**src/_unused_marker_removed.sv**
```systemverilog
`timescale 1ns/1ps
`default_nettype none
`default_nettype wire

```
**src/shared/gpio_pin_pkg.sv**
```systemverilog
// Constants, register map and types of the pin and sync/error pin controller.
// Assumes an APB slave with 32-bit data; registers sit at four times their index.
package gpio_pin_pkg;

  localparam int unsigned DATA_W = 32;
  localparam int unsigned CFG_W = 16;

  // Register indices; byte address is four times the index.
  localparam logic [5:0] IDX_PIN_CONFIG = 6'h06;
  localparam logic [5:0] IDX_IRQ_STATUS = 6'h08;
  localparam logic [5:0] IDX_IRQ_CLEAR = 6'h09;
  localparam logic [5:0] IDX_IRQ_ENABLE = 6'h0a;
  localparam logic [5:0] IDX_AUX_CTRL = 6'h0b;

  // Pin configuration fields.
  localparam int unsigned BIT_EXT_MUX_DRIVE = 12;
  localparam int unsigned BIT_SYNC_EN = 11;
  localparam int unsigned BIT_ERR_MODE_HI = 10;
  localparam int unsigned BIT_ERR_MODE_LO = 9;
  localparam int unsigned BIT_ERR_PIN_LEVEL = 8;
  localparam int unsigned BIT_PIN_ONE_INPUT_EN = 5;
  localparam int unsigned BIT_PIN_ZERO_INPUT_EN = 4;
  localparam int unsigned BIT_PIN_ONE_OUTPUT_EN = 3;
  localparam int unsigned BIT_PIN_ZERO_OUTPUT_EN = 2;
  localparam int unsigned BIT_PIN_ONE_VALUE = 1;
  localparam int unsigned BIT_PIN_ZERO_VALUE = 0;
  localparam logic [15:0] PIN_CONFIG_RESET = 16'h0800;
  localparam logic [15:0] PIN_CONFIG_WMASK = 16'h1f3f;

  // Auxiliary control register fields.
  localparam int unsigned BIT_ALTERNATE_SYNC = 0;

  // Interrupt event bits, shared by status, clear and enable.
  localparam int unsigned EV_W = 3;
  localparam int unsigned EV_SYNC_LOW = 0;
  localparam int unsigned EV_ERR_IN = 1;
  localparam int unsigned EV_STALL = 2;

  localparam int unsigned MAX_AUTO_SEQ = 4;

  typedef enum logic [1:0] {
    ERR_OFF = 2'h0,
    ERR_INPUT = 2'h1,
    ERR_OPEN_DRAIN = 2'h2,
    ERR_GP_OUTPUT = 2'h3
  } err_mode_t;

  typedef enum logic [1:0] {
    ST_RUN = 2'h0,
    ST_STALL = 2'h1
  } sync_state_t;

endpackage

```
**src/pin_sync2.sv**
```systemverilog
// Two-flop synchroniser for asynchronous pin levels.
// Assumes the caller reads only the output; the first stage stays private.
`timescale 1ns/1ps
`default_nettype none

module pin_sync2 #(
  parameter int unsigned WIDTH = 1,
  parameter logic [WIDTH-1:0] RESET_VAL = '0
)
(
  // Clock and reset
  input wire logic pclk,
  input wire logic presetn,
  // Levels
  input wire logic [WIDTH-1:0] async_in,
  output logic [WIDTH-1:0] sync_out
);

  logic [WIDTH-1:0] stage_reg;

  always_ff @(posedge pclk or negedge presetn)
  begin
    if (!presetn)
    begin
      stage_reg <= RESET_VAL;
      sync_out <= RESET_VAL;
    end
    else
    begin
      stage_reg <= async_in;
      sync_out <= stage_reg;
    end
  end

endmodule
`default_nettype wire

```
**src/gpio_sync_error_pin_control.sv**
```systemverilog
// General-purpose pin and sync/error pin controller with APB registers.
// Assumes the channel sequencer and error sources run on pclk; pins are asynchronous.
//
// Our own choice: the APB interface to the registers.
`timescale 1ns/1ps
`default_nettype none

module gpio_sync_error_pin_control
  import gpio_pin_pkg::*;
#(
  parameter int unsigned ADDR_W = 8,
  parameter int unsigned ERR_SRC_W = 4,
  parameter int unsigned CHAN_CNT_W = 4
)
(
  // Clock and reset
  input wire logic pclk,
  input wire logic presetn,
  // APB slave
  input wire logic psel,
  input wire logic penable,
  input wire logic pwrite,
  input wire logic [ADDR_W-1:0] paddr,
  input wire logic [DATA_W-1:0] pwdata,
  output logic [DATA_W-1:0] prdata,
  output logic pready,
  output logic pslverr,
  // Channel sequencer and error sources
  input wire logic [1:0] chan_slot,
  input wire logic chan_switch_due,
  input wire logic [CHAN_CNT_W-1:0] chan_enabled_count,
  input wire logic [ERR_SRC_W-1:0] err_sources,
  // Converter control
  output logic converter_hold,
  output logic conversion_stall,
  output logic adc_error,
  output logic [2:0] seq_channels,
  output logic irq,
  // General-purpose pins
  input wire logic gp_pin_zero_in,
  output logic gp_pin_zero_out,
  output logic gp_pin_zero_oe,
  input wire logic gp_pin_one_in,
  output logic gp_pin_one_out,
  output logic gp_pin_one_oe,
  // Sync/error pin
  input wire logic sync_err_in,
  output logic sync_err_out,
  output logic sync_err_oe
);

  if (ADDR_W < 8 || ERR_SRC_W < 1 || CHAN_CNT_W < 3)
  begin : g_param_check
    $error("gpio_sync_error_pin_control: parameter out of range");
  end

  function automatic logic [5:0] reg_index(input logic [ADDR_W-1:0] addr);
    reg_index = addr[7:2];
  endfunction

  function automatic logic reg_mapped(input logic [ADDR_W-1:0] addr);
    logic [5:0] idx;
    idx = reg_index(addr);
    // Only the low eight address bits decode; anything above them must be zero.
    reg_mapped = (addr[1:0] == 2'h0) && ((addr >> 8) == ADDR_W'(0)) &&
      (idx == IDX_PIN_CONFIG || idx == IDX_IRQ_STATUS || idx == IDX_IRQ_CLEAR ||
       idx == IDX_IRQ_ENABLE || idx == IDX_AUX_CTRL);
  endfunction

  logic [CFG_W-1:0] cfg_reg;
  logic alternate_sync_reg;
  logic [EV_W-1:0] irq_status_reg;
  logic [EV_W-1:0] irq_status_next;
  logic [EV_W-1:0] irq_enable_reg;
  logic [EV_W-1:0] irq_events;
  logic [EV_W-1:0] irq_clear;
  logic [2:0] pins_sync;
  logic sync_prev_reg;
  logic sync_level;
  sync_state_t sync_state_reg;
  sync_state_t sync_state_next;
  err_mode_t err_mode;
  logic setup_phase;
  logic write_access;
  logic alt_effective;
  logic sync_enabled;
  logic [CFG_W-1:0] cfg_readback;

  // Pins are sampled twice before anything looks at them; the sync pin idles high.
  pin_sync2 #(
    .WIDTH(3),
    .RESET_VAL(3'h4)
  ) u_pin_sync (
    .pclk(pclk),
    .presetn(presetn),
    .async_in({sync_err_in, gp_pin_one_in, gp_pin_zero_in}),
    .sync_out(pins_sync)
  );

  assign sync_level = pins_sync[2];
  assign err_mode = err_mode_t'(cfg_reg[BIT_ERR_MODE_HI:BIT_ERR_MODE_LO]);
  assign sync_enabled = cfg_reg[BIT_SYNC_EN];
  assign alt_effective = alternate_sync_reg && (chan_enabled_count > CHAN_CNT_W'(1));
  assign setup_phase = psel && !penable;
  assign write_access = psel && penable && pready && pwrite && !pslverr;

  // APB: data is prepared in the setup cycle, so every access takes one wait-free cycle.
  always_ff @(posedge pclk or negedge presetn)
  begin
    if (!presetn)
    begin
      pready <= 1'b0;
      pslverr <= 1'b0;
    end
    else
    begin
      pready <= setup_phase;
      pslverr <= setup_phase && !reg_mapped(paddr);
    end
  end

  // Input-enabled bits read the pin, otherwise the stored value.
  always_comb
  begin
    cfg_readback = cfg_reg;
    if (cfg_reg[BIT_PIN_ONE_INPUT_EN])
    begin
      cfg_readback[BIT_PIN_ONE_VALUE] = pins_sync[1];
    end
    if (cfg_reg[BIT_PIN_ZERO_INPUT_EN])
    begin
      cfg_readback[BIT_PIN_ZERO_VALUE] = pins_sync[0];
    end
    if (err_mode == ERR_INPUT)
    begin
      cfg_readback[BIT_ERR_PIN_LEVEL] = sync_level;
    end
  end

  always_ff @(posedge pclk or negedge presetn)
  begin
    if (!presetn)
    begin
      prdata <= '0;
    end
    else if (setup_phase && !pwrite)
    begin
      case (reg_index(paddr))
        IDX_PIN_CONFIG: prdata <= DATA_W'(cfg_readback);
        IDX_IRQ_STATUS: prdata <= DATA_W'(irq_status_reg);
        IDX_IRQ_ENABLE: prdata <= DATA_W'(irq_enable_reg);
        IDX_AUX_CTRL: prdata <= DATA_W'(alternate_sync_reg);
        default: prdata <= '0;
      endcase
    end
    else
    begin
      prdata <= '0;
    end
  end

  // Configuration registers; reserved bits are masked off on write.
  always_ff @(posedge pclk or negedge presetn)
  begin
    if (!presetn)
    begin
      cfg_reg <= PIN_CONFIG_RESET;
      alternate_sync_reg <= 1'b0;
      irq_enable_reg <= '0;
    end
    else if (write_access)
    begin
      if (reg_index(paddr) == IDX_PIN_CONFIG)
      begin
        cfg_reg <= pwdata[CFG_W-1:0] & PIN_CONFIG_WMASK;
      end
      if (reg_index(paddr) == IDX_AUX_CTRL)
      begin
        alternate_sync_reg <= pwdata[BIT_ALTERNATE_SYNC];
      end
      if (reg_index(paddr) == IDX_IRQ_ENABLE)
      begin
        irq_enable_reg <= pwdata[EV_W-1:0];
      end
    end
  end

  // Alternate sync: a low pin at a channel switch holds off the next conversion.
  always_comb
  begin
    sync_state_next = sync_state_reg;
    case (sync_state_reg)
      ST_RUN:
      begin
        if (sync_enabled && alt_effective && chan_switch_due && !sync_level)
        begin
          sync_state_next = ST_STALL;
        end
      end
      ST_STALL:
      begin
        if (sync_level || !sync_enabled || !alt_effective)
        begin
          sync_state_next = ST_RUN;
        end
      end
      default: sync_state_next = ST_RUN;
    endcase
  end

  always_ff @(posedge pclk or negedge presetn)
  begin
    if (!presetn)
    begin
      sync_state_reg <= ST_RUN;
      sync_prev_reg <= 1'b1;
      converter_hold <= 1'b0;
      conversion_stall <= 1'b0;
    end
    else
    begin
      sync_state_reg <= sync_state_next;
      sync_prev_reg <= sync_level;
      converter_hold <= sync_enabled && !alt_effective && !sync_level;
      conversion_stall <= sync_state_next == ST_STALL;
    end
  end

  // Error flag and automatic sequence length.
  always_ff @(posedge pclk or negedge presetn)
  begin
    if (!presetn)
    begin
      adc_error <= 1'b0;
      seq_channels <= '0;
    end
    else
    begin
      adc_error <= (|err_sources) || (err_mode == ERR_INPUT && !sync_level);
      if (chan_enabled_count > CHAN_CNT_W'(MAX_AUTO_SEQ))
      begin
        seq_channels <= 3'(MAX_AUTO_SEQ);
      end
      else
      begin
        seq_channels <= chan_enabled_count[2:0];
      end
    end
  end

  // General-purpose pin drivers; mux drive overrides the per-pin settings.
  always_ff @(posedge pclk or negedge presetn)
  begin
    if (!presetn)
    begin
      gp_pin_zero_out <= 1'b0;
      gp_pin_zero_oe <= 1'b0;
      gp_pin_one_out <= 1'b0;
      gp_pin_one_oe <= 1'b0;
    end
    else if (cfg_reg[BIT_EXT_MUX_DRIVE])
    begin
      gp_pin_zero_out <= chan_slot[0];
      gp_pin_zero_oe <= 1'b1;
      gp_pin_one_out <= chan_slot[1];
      gp_pin_one_oe <= 1'b1;
    end
    else
    begin
      gp_pin_zero_out <= cfg_reg[BIT_PIN_ZERO_VALUE];
      gp_pin_zero_oe <= cfg_reg[BIT_PIN_ZERO_OUTPUT_EN];
      gp_pin_one_out <= cfg_reg[BIT_PIN_ONE_VALUE];
      gp_pin_one_oe <= cfg_reg[BIT_PIN_ONE_OUTPUT_EN];
    end
  end

  // An input-only pin keeps its driver off unless mux drive is set, so the readback sees the outside level.
  // is served by the readback path above together with the driver enables here.

  // Sync/error pin driver.
  always_ff @(posedge pclk or negedge presetn)
  begin
    if (!presetn)
    begin
      sync_err_out <= 1'b0;
      sync_err_oe <= 1'b0;
    end
    else
    begin
      case (err_mode)
        ERR_OPEN_DRAIN:
        begin
          sync_err_out <= 1'b0;
          sync_err_oe <= |err_sources;
        end
        ERR_GP_OUTPUT:
        begin
          sync_err_out <= cfg_reg[BIT_ERR_PIN_LEVEL];
          sync_err_oe <= 1'b1;
        end
        default:
        begin
          sync_err_out <= 1'b0;
          sync_err_oe <= 1'b0;
        end
      endcase
    end
  end

  // Interrupts: a new event outranks a clear in the same cycle.
  always_comb
  begin
    irq_events = '0;
    irq_events[EV_SYNC_LOW] = sync_enabled && sync_prev_reg && !sync_level;
    irq_events[EV_ERR_IN] = (err_mode == ERR_INPUT) && sync_prev_reg && !sync_level;
    irq_events[EV_STALL] = (sync_state_reg == ST_RUN) && (sync_state_next == ST_STALL);
    irq_clear = '0;
    if (write_access && reg_index(paddr) == IDX_IRQ_CLEAR)
    begin
      irq_clear = pwdata[EV_W-1:0];
    end
    irq_status_next = (irq_status_reg & ~irq_clear) | irq_events;
  end

  always_ff @(posedge pclk or negedge presetn)
  begin
    if (!presetn)
    begin
      irq_status_reg <= '0;
      irq <= 1'b0;
    end
    else
    begin
      irq_status_reg <= irq_status_next;
      irq <= |(irq_status_next & irq_enable_reg);
    end
  end
endmodule
`default_nettype wire

```
**config.mk**
```make
export PLATFORM = sky130hd
export DESIGN_NAME = gpio_sync_error_pin_control
export DESIGN_NICKNAME = d
export VERILOG_FILES = /design/src/_unused_marker_removed.sv /design/src/shared/gpio_pin_pkg.sv /design/src/pin_sync2.sv /design/src/gpio_sync_error_pin_control.sv
export SDC_FILE = /design/constraint.sdc
export NUM_CORES = 1
export LEC_CHECK = 0
export CAP_MARGIN = 20
export CORE_MARGIN = 1
export CORE_UTILIZATION = 66
export DETAILED_ROUTE_END_ITERATION = 16
export DONT_BUFFER_PORTS = 1
export HOLD_SLACK_MARGIN = 0.03
export MAX_ROUTING_LAYER = met4
export PLACE_DENSITY = 0.82
export SYNTH_ARGS = -nofsm -noshare
export SYNTH_HDL_FRONTEND = slang
export SYNTH_SLANG_ARGS = --single-unit
```
**constraint.sdc**
```tcl
create_clock -name pclk -period 2.45 [get_ports pclk]
set_clock_uncertainty 0.05 [all_clocks]
set_input_delay 0.49 -clock pclk [delete_from_list [all_inputs] [get_ports pclk]]
set_output_delay 0.49 -clock pclk [all_outputs]
set_load 0.01 [all_outputs]
```
== Word-level counts from Yosys, hierarchy flattened ==
Cells that the tools add are included.
Storage, ports and cells
  register bits after elaboration: 74
  output and inout port bits: 47
  logic and storage cells: 96
Cells by class
  $lt $le $gt $ge: 2
  equality and inequality tests: 10
  mux-type cells: 16
  bitwise operators: 4
  reductions and logical operators: 42
Operators by type and width (number)
  13-bit one-hot mux with 4 select lines: 1
  32-bit 2-to-1 mux: 1
  6-bit by 4-bit equality test with 1-bit output, second input constant: 4
  1-bit logical AND: 21
  1-bit 2-to-1 mux: 8
  1-bit logical NOT: 7
  1-bit logical OR: 7
  3-bit AND: 2
  2-bit by 1-bit equality test with 1-bit output, second input constant: 3
  6-bit by 3-bit equality test with 1-bit output, second input constant: 1
  3-bit 2-to-1 mux: 2
  2-bit AND reduction: 3
  2-bit equality test, second input constant: 2
  4-bit by 1-bit greater-than comparator with 1-bit output, second input constant: 1
  4-bit by 3-bit greater-than comparator with 1-bit output, second input constant: 1
  2-bit logical NOT: 2
  2-bit 2-to-1 mux: 2
  2-bit one-hot mux with 2 select lines: 1
  4-bit OR reduction: 1
  3-bit NOT: 1
  3-bit bitwise OR: 1
  3-bit OR reduction: 1
  1-bit one-hot mux with 2 select lines: 1

== Depth between registers and ports, before layout ==
  depth in word-level cells: 12
  depth in mapped cells: 6

== Cells and area by module ==
Synthesis repeated with hierarchy kept, for this count alone.
Unflattened totals
  cells, all modules: 174
  area total of the unflattened synthesis: 2209.6 µm²
By module, submodules not included
  gpio_sync_error_pin_control: times used 1, cells each 168, area an instance 2057.0 µm²
  pin_sync2: times used 1, cells each 6, area an instance 152.6 µm²

== Worst setup path after synthesis ==
No wires, ideal clock.
  kind: in2reg
  start point: input port paddr[4]
  end point: register irq
  data arrival time: 1.889 ns
  data required time: 2.271 ns
  setup slack: 0.383 ns
  stages on the path: 5
  path buffers: 1
  cells stage by stage: or4b_1 > buf_4 > o41ai_2 > a21boi_1 > a2111o_1
Between the ends
  cells in the longest elaborated chain, start to end: 8
RTL lines
  start, declared: RTL line gpio_sync_error_pin_control.sv:23  | input wire logic [ADDR_W-1:0] paddr,
  6-bit by 4-bit equality test with 1-bit output: RTL line gpio_sync_error_pin_control.sv:318  | if (write_access && reg_index(paddr) == IDX_IRQ_CLEAR)
  1-bit logical AND: RTL line gpio_sync_error_pin_control.sv:318
  3-bit 2-to-1 mux: RTL line gpio_sync_error_pin_control.sv:318
  3-bit NOT: RTL line gpio_sync_error_pin_control.sv:322  | irq_status_next = (irq_status_reg & ~irq_clear) | irq_events;
  3-bit AND: RTL line gpio_sync_error_pin_control.sv:322
  3-bit bitwise OR: RTL line gpio_sync_error_pin_control.sv:322
  3-bit AND: RTL line gpio_sync_error_pin_control.sv:335  | irq <= |(irq_status_next & irq_enable_reg);
  3-bit OR reduction: RTL line gpio_sync_error_pin_control.sv:335
  end signal, assigned: RTL line gpio_sync_error_pin_control.sv:335
  end, declared: RTL line gpio_sync_error_pin_control.sv:38  | output logic irq,
Every way passes these cells.
A chain may end at the register's enable or synchronous reset.

== Final worst setup path ==
Same ends and word-level chain as after synthesis.

==> results.yml <==
floorplan:
  die_x_um: 59.9
  core_area_um2: 3100
  die_height_um: 59.9
  num_rows: 20
  io_pins: 106
  fp.dieArea_um2: 3580
  start_util: 0.712
power_and_ir_drop:
  power_frac_seq: 0.616
  switching_power_mw: 0.319
  leakage_nw: 1.19
  p_per_area_nw_per_um2: 637
  power_mw: 1.47
  ir_worst_vdd_mv: 0.502
  p_sw_frac: 0.216
  pwr-share-comb: 0.044
  p_clk_frac: 0.341
  p_int_mw: 1.16
synthesis:
  synth-seq-cells: 53
  synth_area_um2: 2210
  yosysWarnings: 0
  ys_types: 42
  synth_top_flop_cell: "dfrtp_1"
  synth_edf_count: 0
  syn_avg_cell_area_um2: 12.7
  yosysMostFrequentCell: "dfrtp_1"
  ys_async_sr_fraction: 1.00
  synthTopCellsByCount: "dfrtp_1, buf_4, mux2_1"
  syn_inst: 174
  synthTopCellsByArea: "dfrtp_1, buf_4, mux2_1"
  ys_seq_area_frac: 0.602
  synth_area_leader_cell: "dfrtp_1"
  yosysTopAreaCellShare: 0.555
sta:
  final_hold_viol_count: 0
  fin_setup_tns_ps: 0
  worst_pin_slew_ps: 534
  drv_slew: 0
  rsz0062_at_grt: "false"
  min_period_over_period: 0.770
  relSlewSlack: 0.643
  holdWs_ps: 71.9
  finalSetupViolCount: 0
  max_freq_mhz: 530
  period_minus_slack_ps: 1890
detailed_routing:
  drtPass1Iterations: 4
  wl_per_cell_um: 16.6
  drc: 0
  drtIter0Drc: 77
  postRouteAntennaNets: 0
  wl_mm: 3.78
  vias: 1277
  via_per_inst: 5.63
worst_hold_path:
  min_path_type: "in -> reg"
clocking:
  cts_buffers: 5
  clock_path_buffers: 2
  cts_tree: "built"
  cts-root-buf: "clkbuf_4"
  clk_latency_ps: 370
  ctsHoldBuffers: 2
  h-tree-depth: 2
  post_cts_buffers: 0
  cts_sinks: 53
  clk_pin_slew_worst_paths_ps: 140
  cts_resized: 0
grt:
  grt_pass1_vias: 1250
  gr-total-overflow: 0
  grt_usage: 0.244
  antenna_found_initial: 0
  grt_max_degree: 54
  grt_pass1_wl_mm: 5.98
setup_path:
  crit_fanout: 7
  worstPathRequired_ps: 2660
  crit_slowest_cell: "or4b_1"
  slowest_delay_ps: 700
  crit_chain: "or4b_1, nor4_4, a21oi_1, a2111o_1"
  path_class: "in -> reg"
  cp_num_buf_inv: 0
  cp-start-kind: "input port"
  crit_family: "simple AND/OR/NAND/NOR gates"
  crit_arrival_ps: 2100
  endpoint_kind: "flip-flop"
layout:
  drive_gt1_frac: 0.153
  diodes: 0
  area_delta_synth_final_pct: 4.87
  final_core_util: 0.747
  nets: 241
run_status:
  outcome: "complete, no violations"
place:
  portBuffers: 0
  place_congestion: 0.866
  dpl.hpwl_mm: 2.68
run:
  cap_violations: 0
routing by layer:
metal  GRT usage  wire length [um]  part of all wire  vias to the layer above
met1       0.286              1450              0.38                      617
met4      0.0864                87             0.023                        0
met3      0.0844               282             0.075                       12
met2       0.392              1960              0.52                       68
met5           -                 0                 0                        -
li1            -                 -                 -                      580
power groups by stage:
stage	combinational [mW]	sequential, mW	clock, mW
3_5_place_dp	0.0398	0.925	0
4_1_cts	0.0630	0.908	0.509
2_1_floorplan	0.0631	0.921	0
5_1_grt	0.0734	0.911	0.555
3_3_place_gp	0.0386	0.924	0
6_report	0.0644	0.908	0.502
worst register-to-register path: stages, from the launching register on:
cell      delay [ps]
dfrtp_1          420
nand4_1          280
nor4_4           420
a21oi_1          140
a2111o_1         400
through the flow:
| step | cell area [um2] | instances | worst slack (ps) |
|---|---|---|---|
| 6_report | 2320 | 227 | 564 |
| 5_1_grt | 2320 | 227 | 517 |
| 4_1_cts | 2310 | 226 | 591 |
| 3_5_place_dp | 2180 | 216 | 187 |
| 3_3_place_gp | 2180 | 216 | 223 |
| 2_1_floorplan | 2290 | 195 | 383 |
final cells by class:
| type | count | area (um2) |
|---|---|---|
| clock buffers | 6 | 51.3 |
| clock inverters | 2 | 37.5 |
| fillers | 224 | 786 |
| inverters | 4 | 15.0 |
| multi-input cells | 113 | 764 |
| flip-flops and latches | 53 | 1330 |
| well taps | 44 | 55.1 |
| repair buffers | 5 | 62.6 |
path summary, 6_finish.rpt:
check,startpoint,endpoint,slack (ps),cells after the start
hold / removal,gp_pin_one_in,u_pin_sync.stage_reg[1]$_DFF_PN0_,70,0
setup / recovery,paddr[4],irq$_DFF_PN0_,560,4
hold reg to reg,u_pin_sync.stage_reg[0]$_DFF_PN0_,u_pin_sync.sync_out[0]$_DFF_PN0_,320,0
setup reg to reg,pready$_DFF_PN0_,irq$_DFF_PN0_,610,4
min in group asynchronous,presetn,irq_status_reg[0]$_DFF_PN0_,610,2
max in group asynchronous,presetn,u_pin_sync.stage_reg[2]$_DFF_PN1_,1470,2
placed cells by master, fill, tap and decap left out, drive strengths merged, types with 4 or more instances in the layout:
cell type / instances
conb: 22
clkbuf: 6
mux2: 20
nor2: 13
and3: 8
dfrtp: 49
a21oi: 4
nand2: 7
dfstp: 4
inv: 4
logic make-up after synthesis:
family / count (synthesis) / share of synthesized area
flops: 53 / 0.602
simple gates: 52 / 0.139
buf+inv: 29 / 0.0872
mux: 21 / 0.106
compound gates: 18 / 0.0629
other cells: 1 / 0.00170
Note: power is estimated with default switching activity, not from simulation.
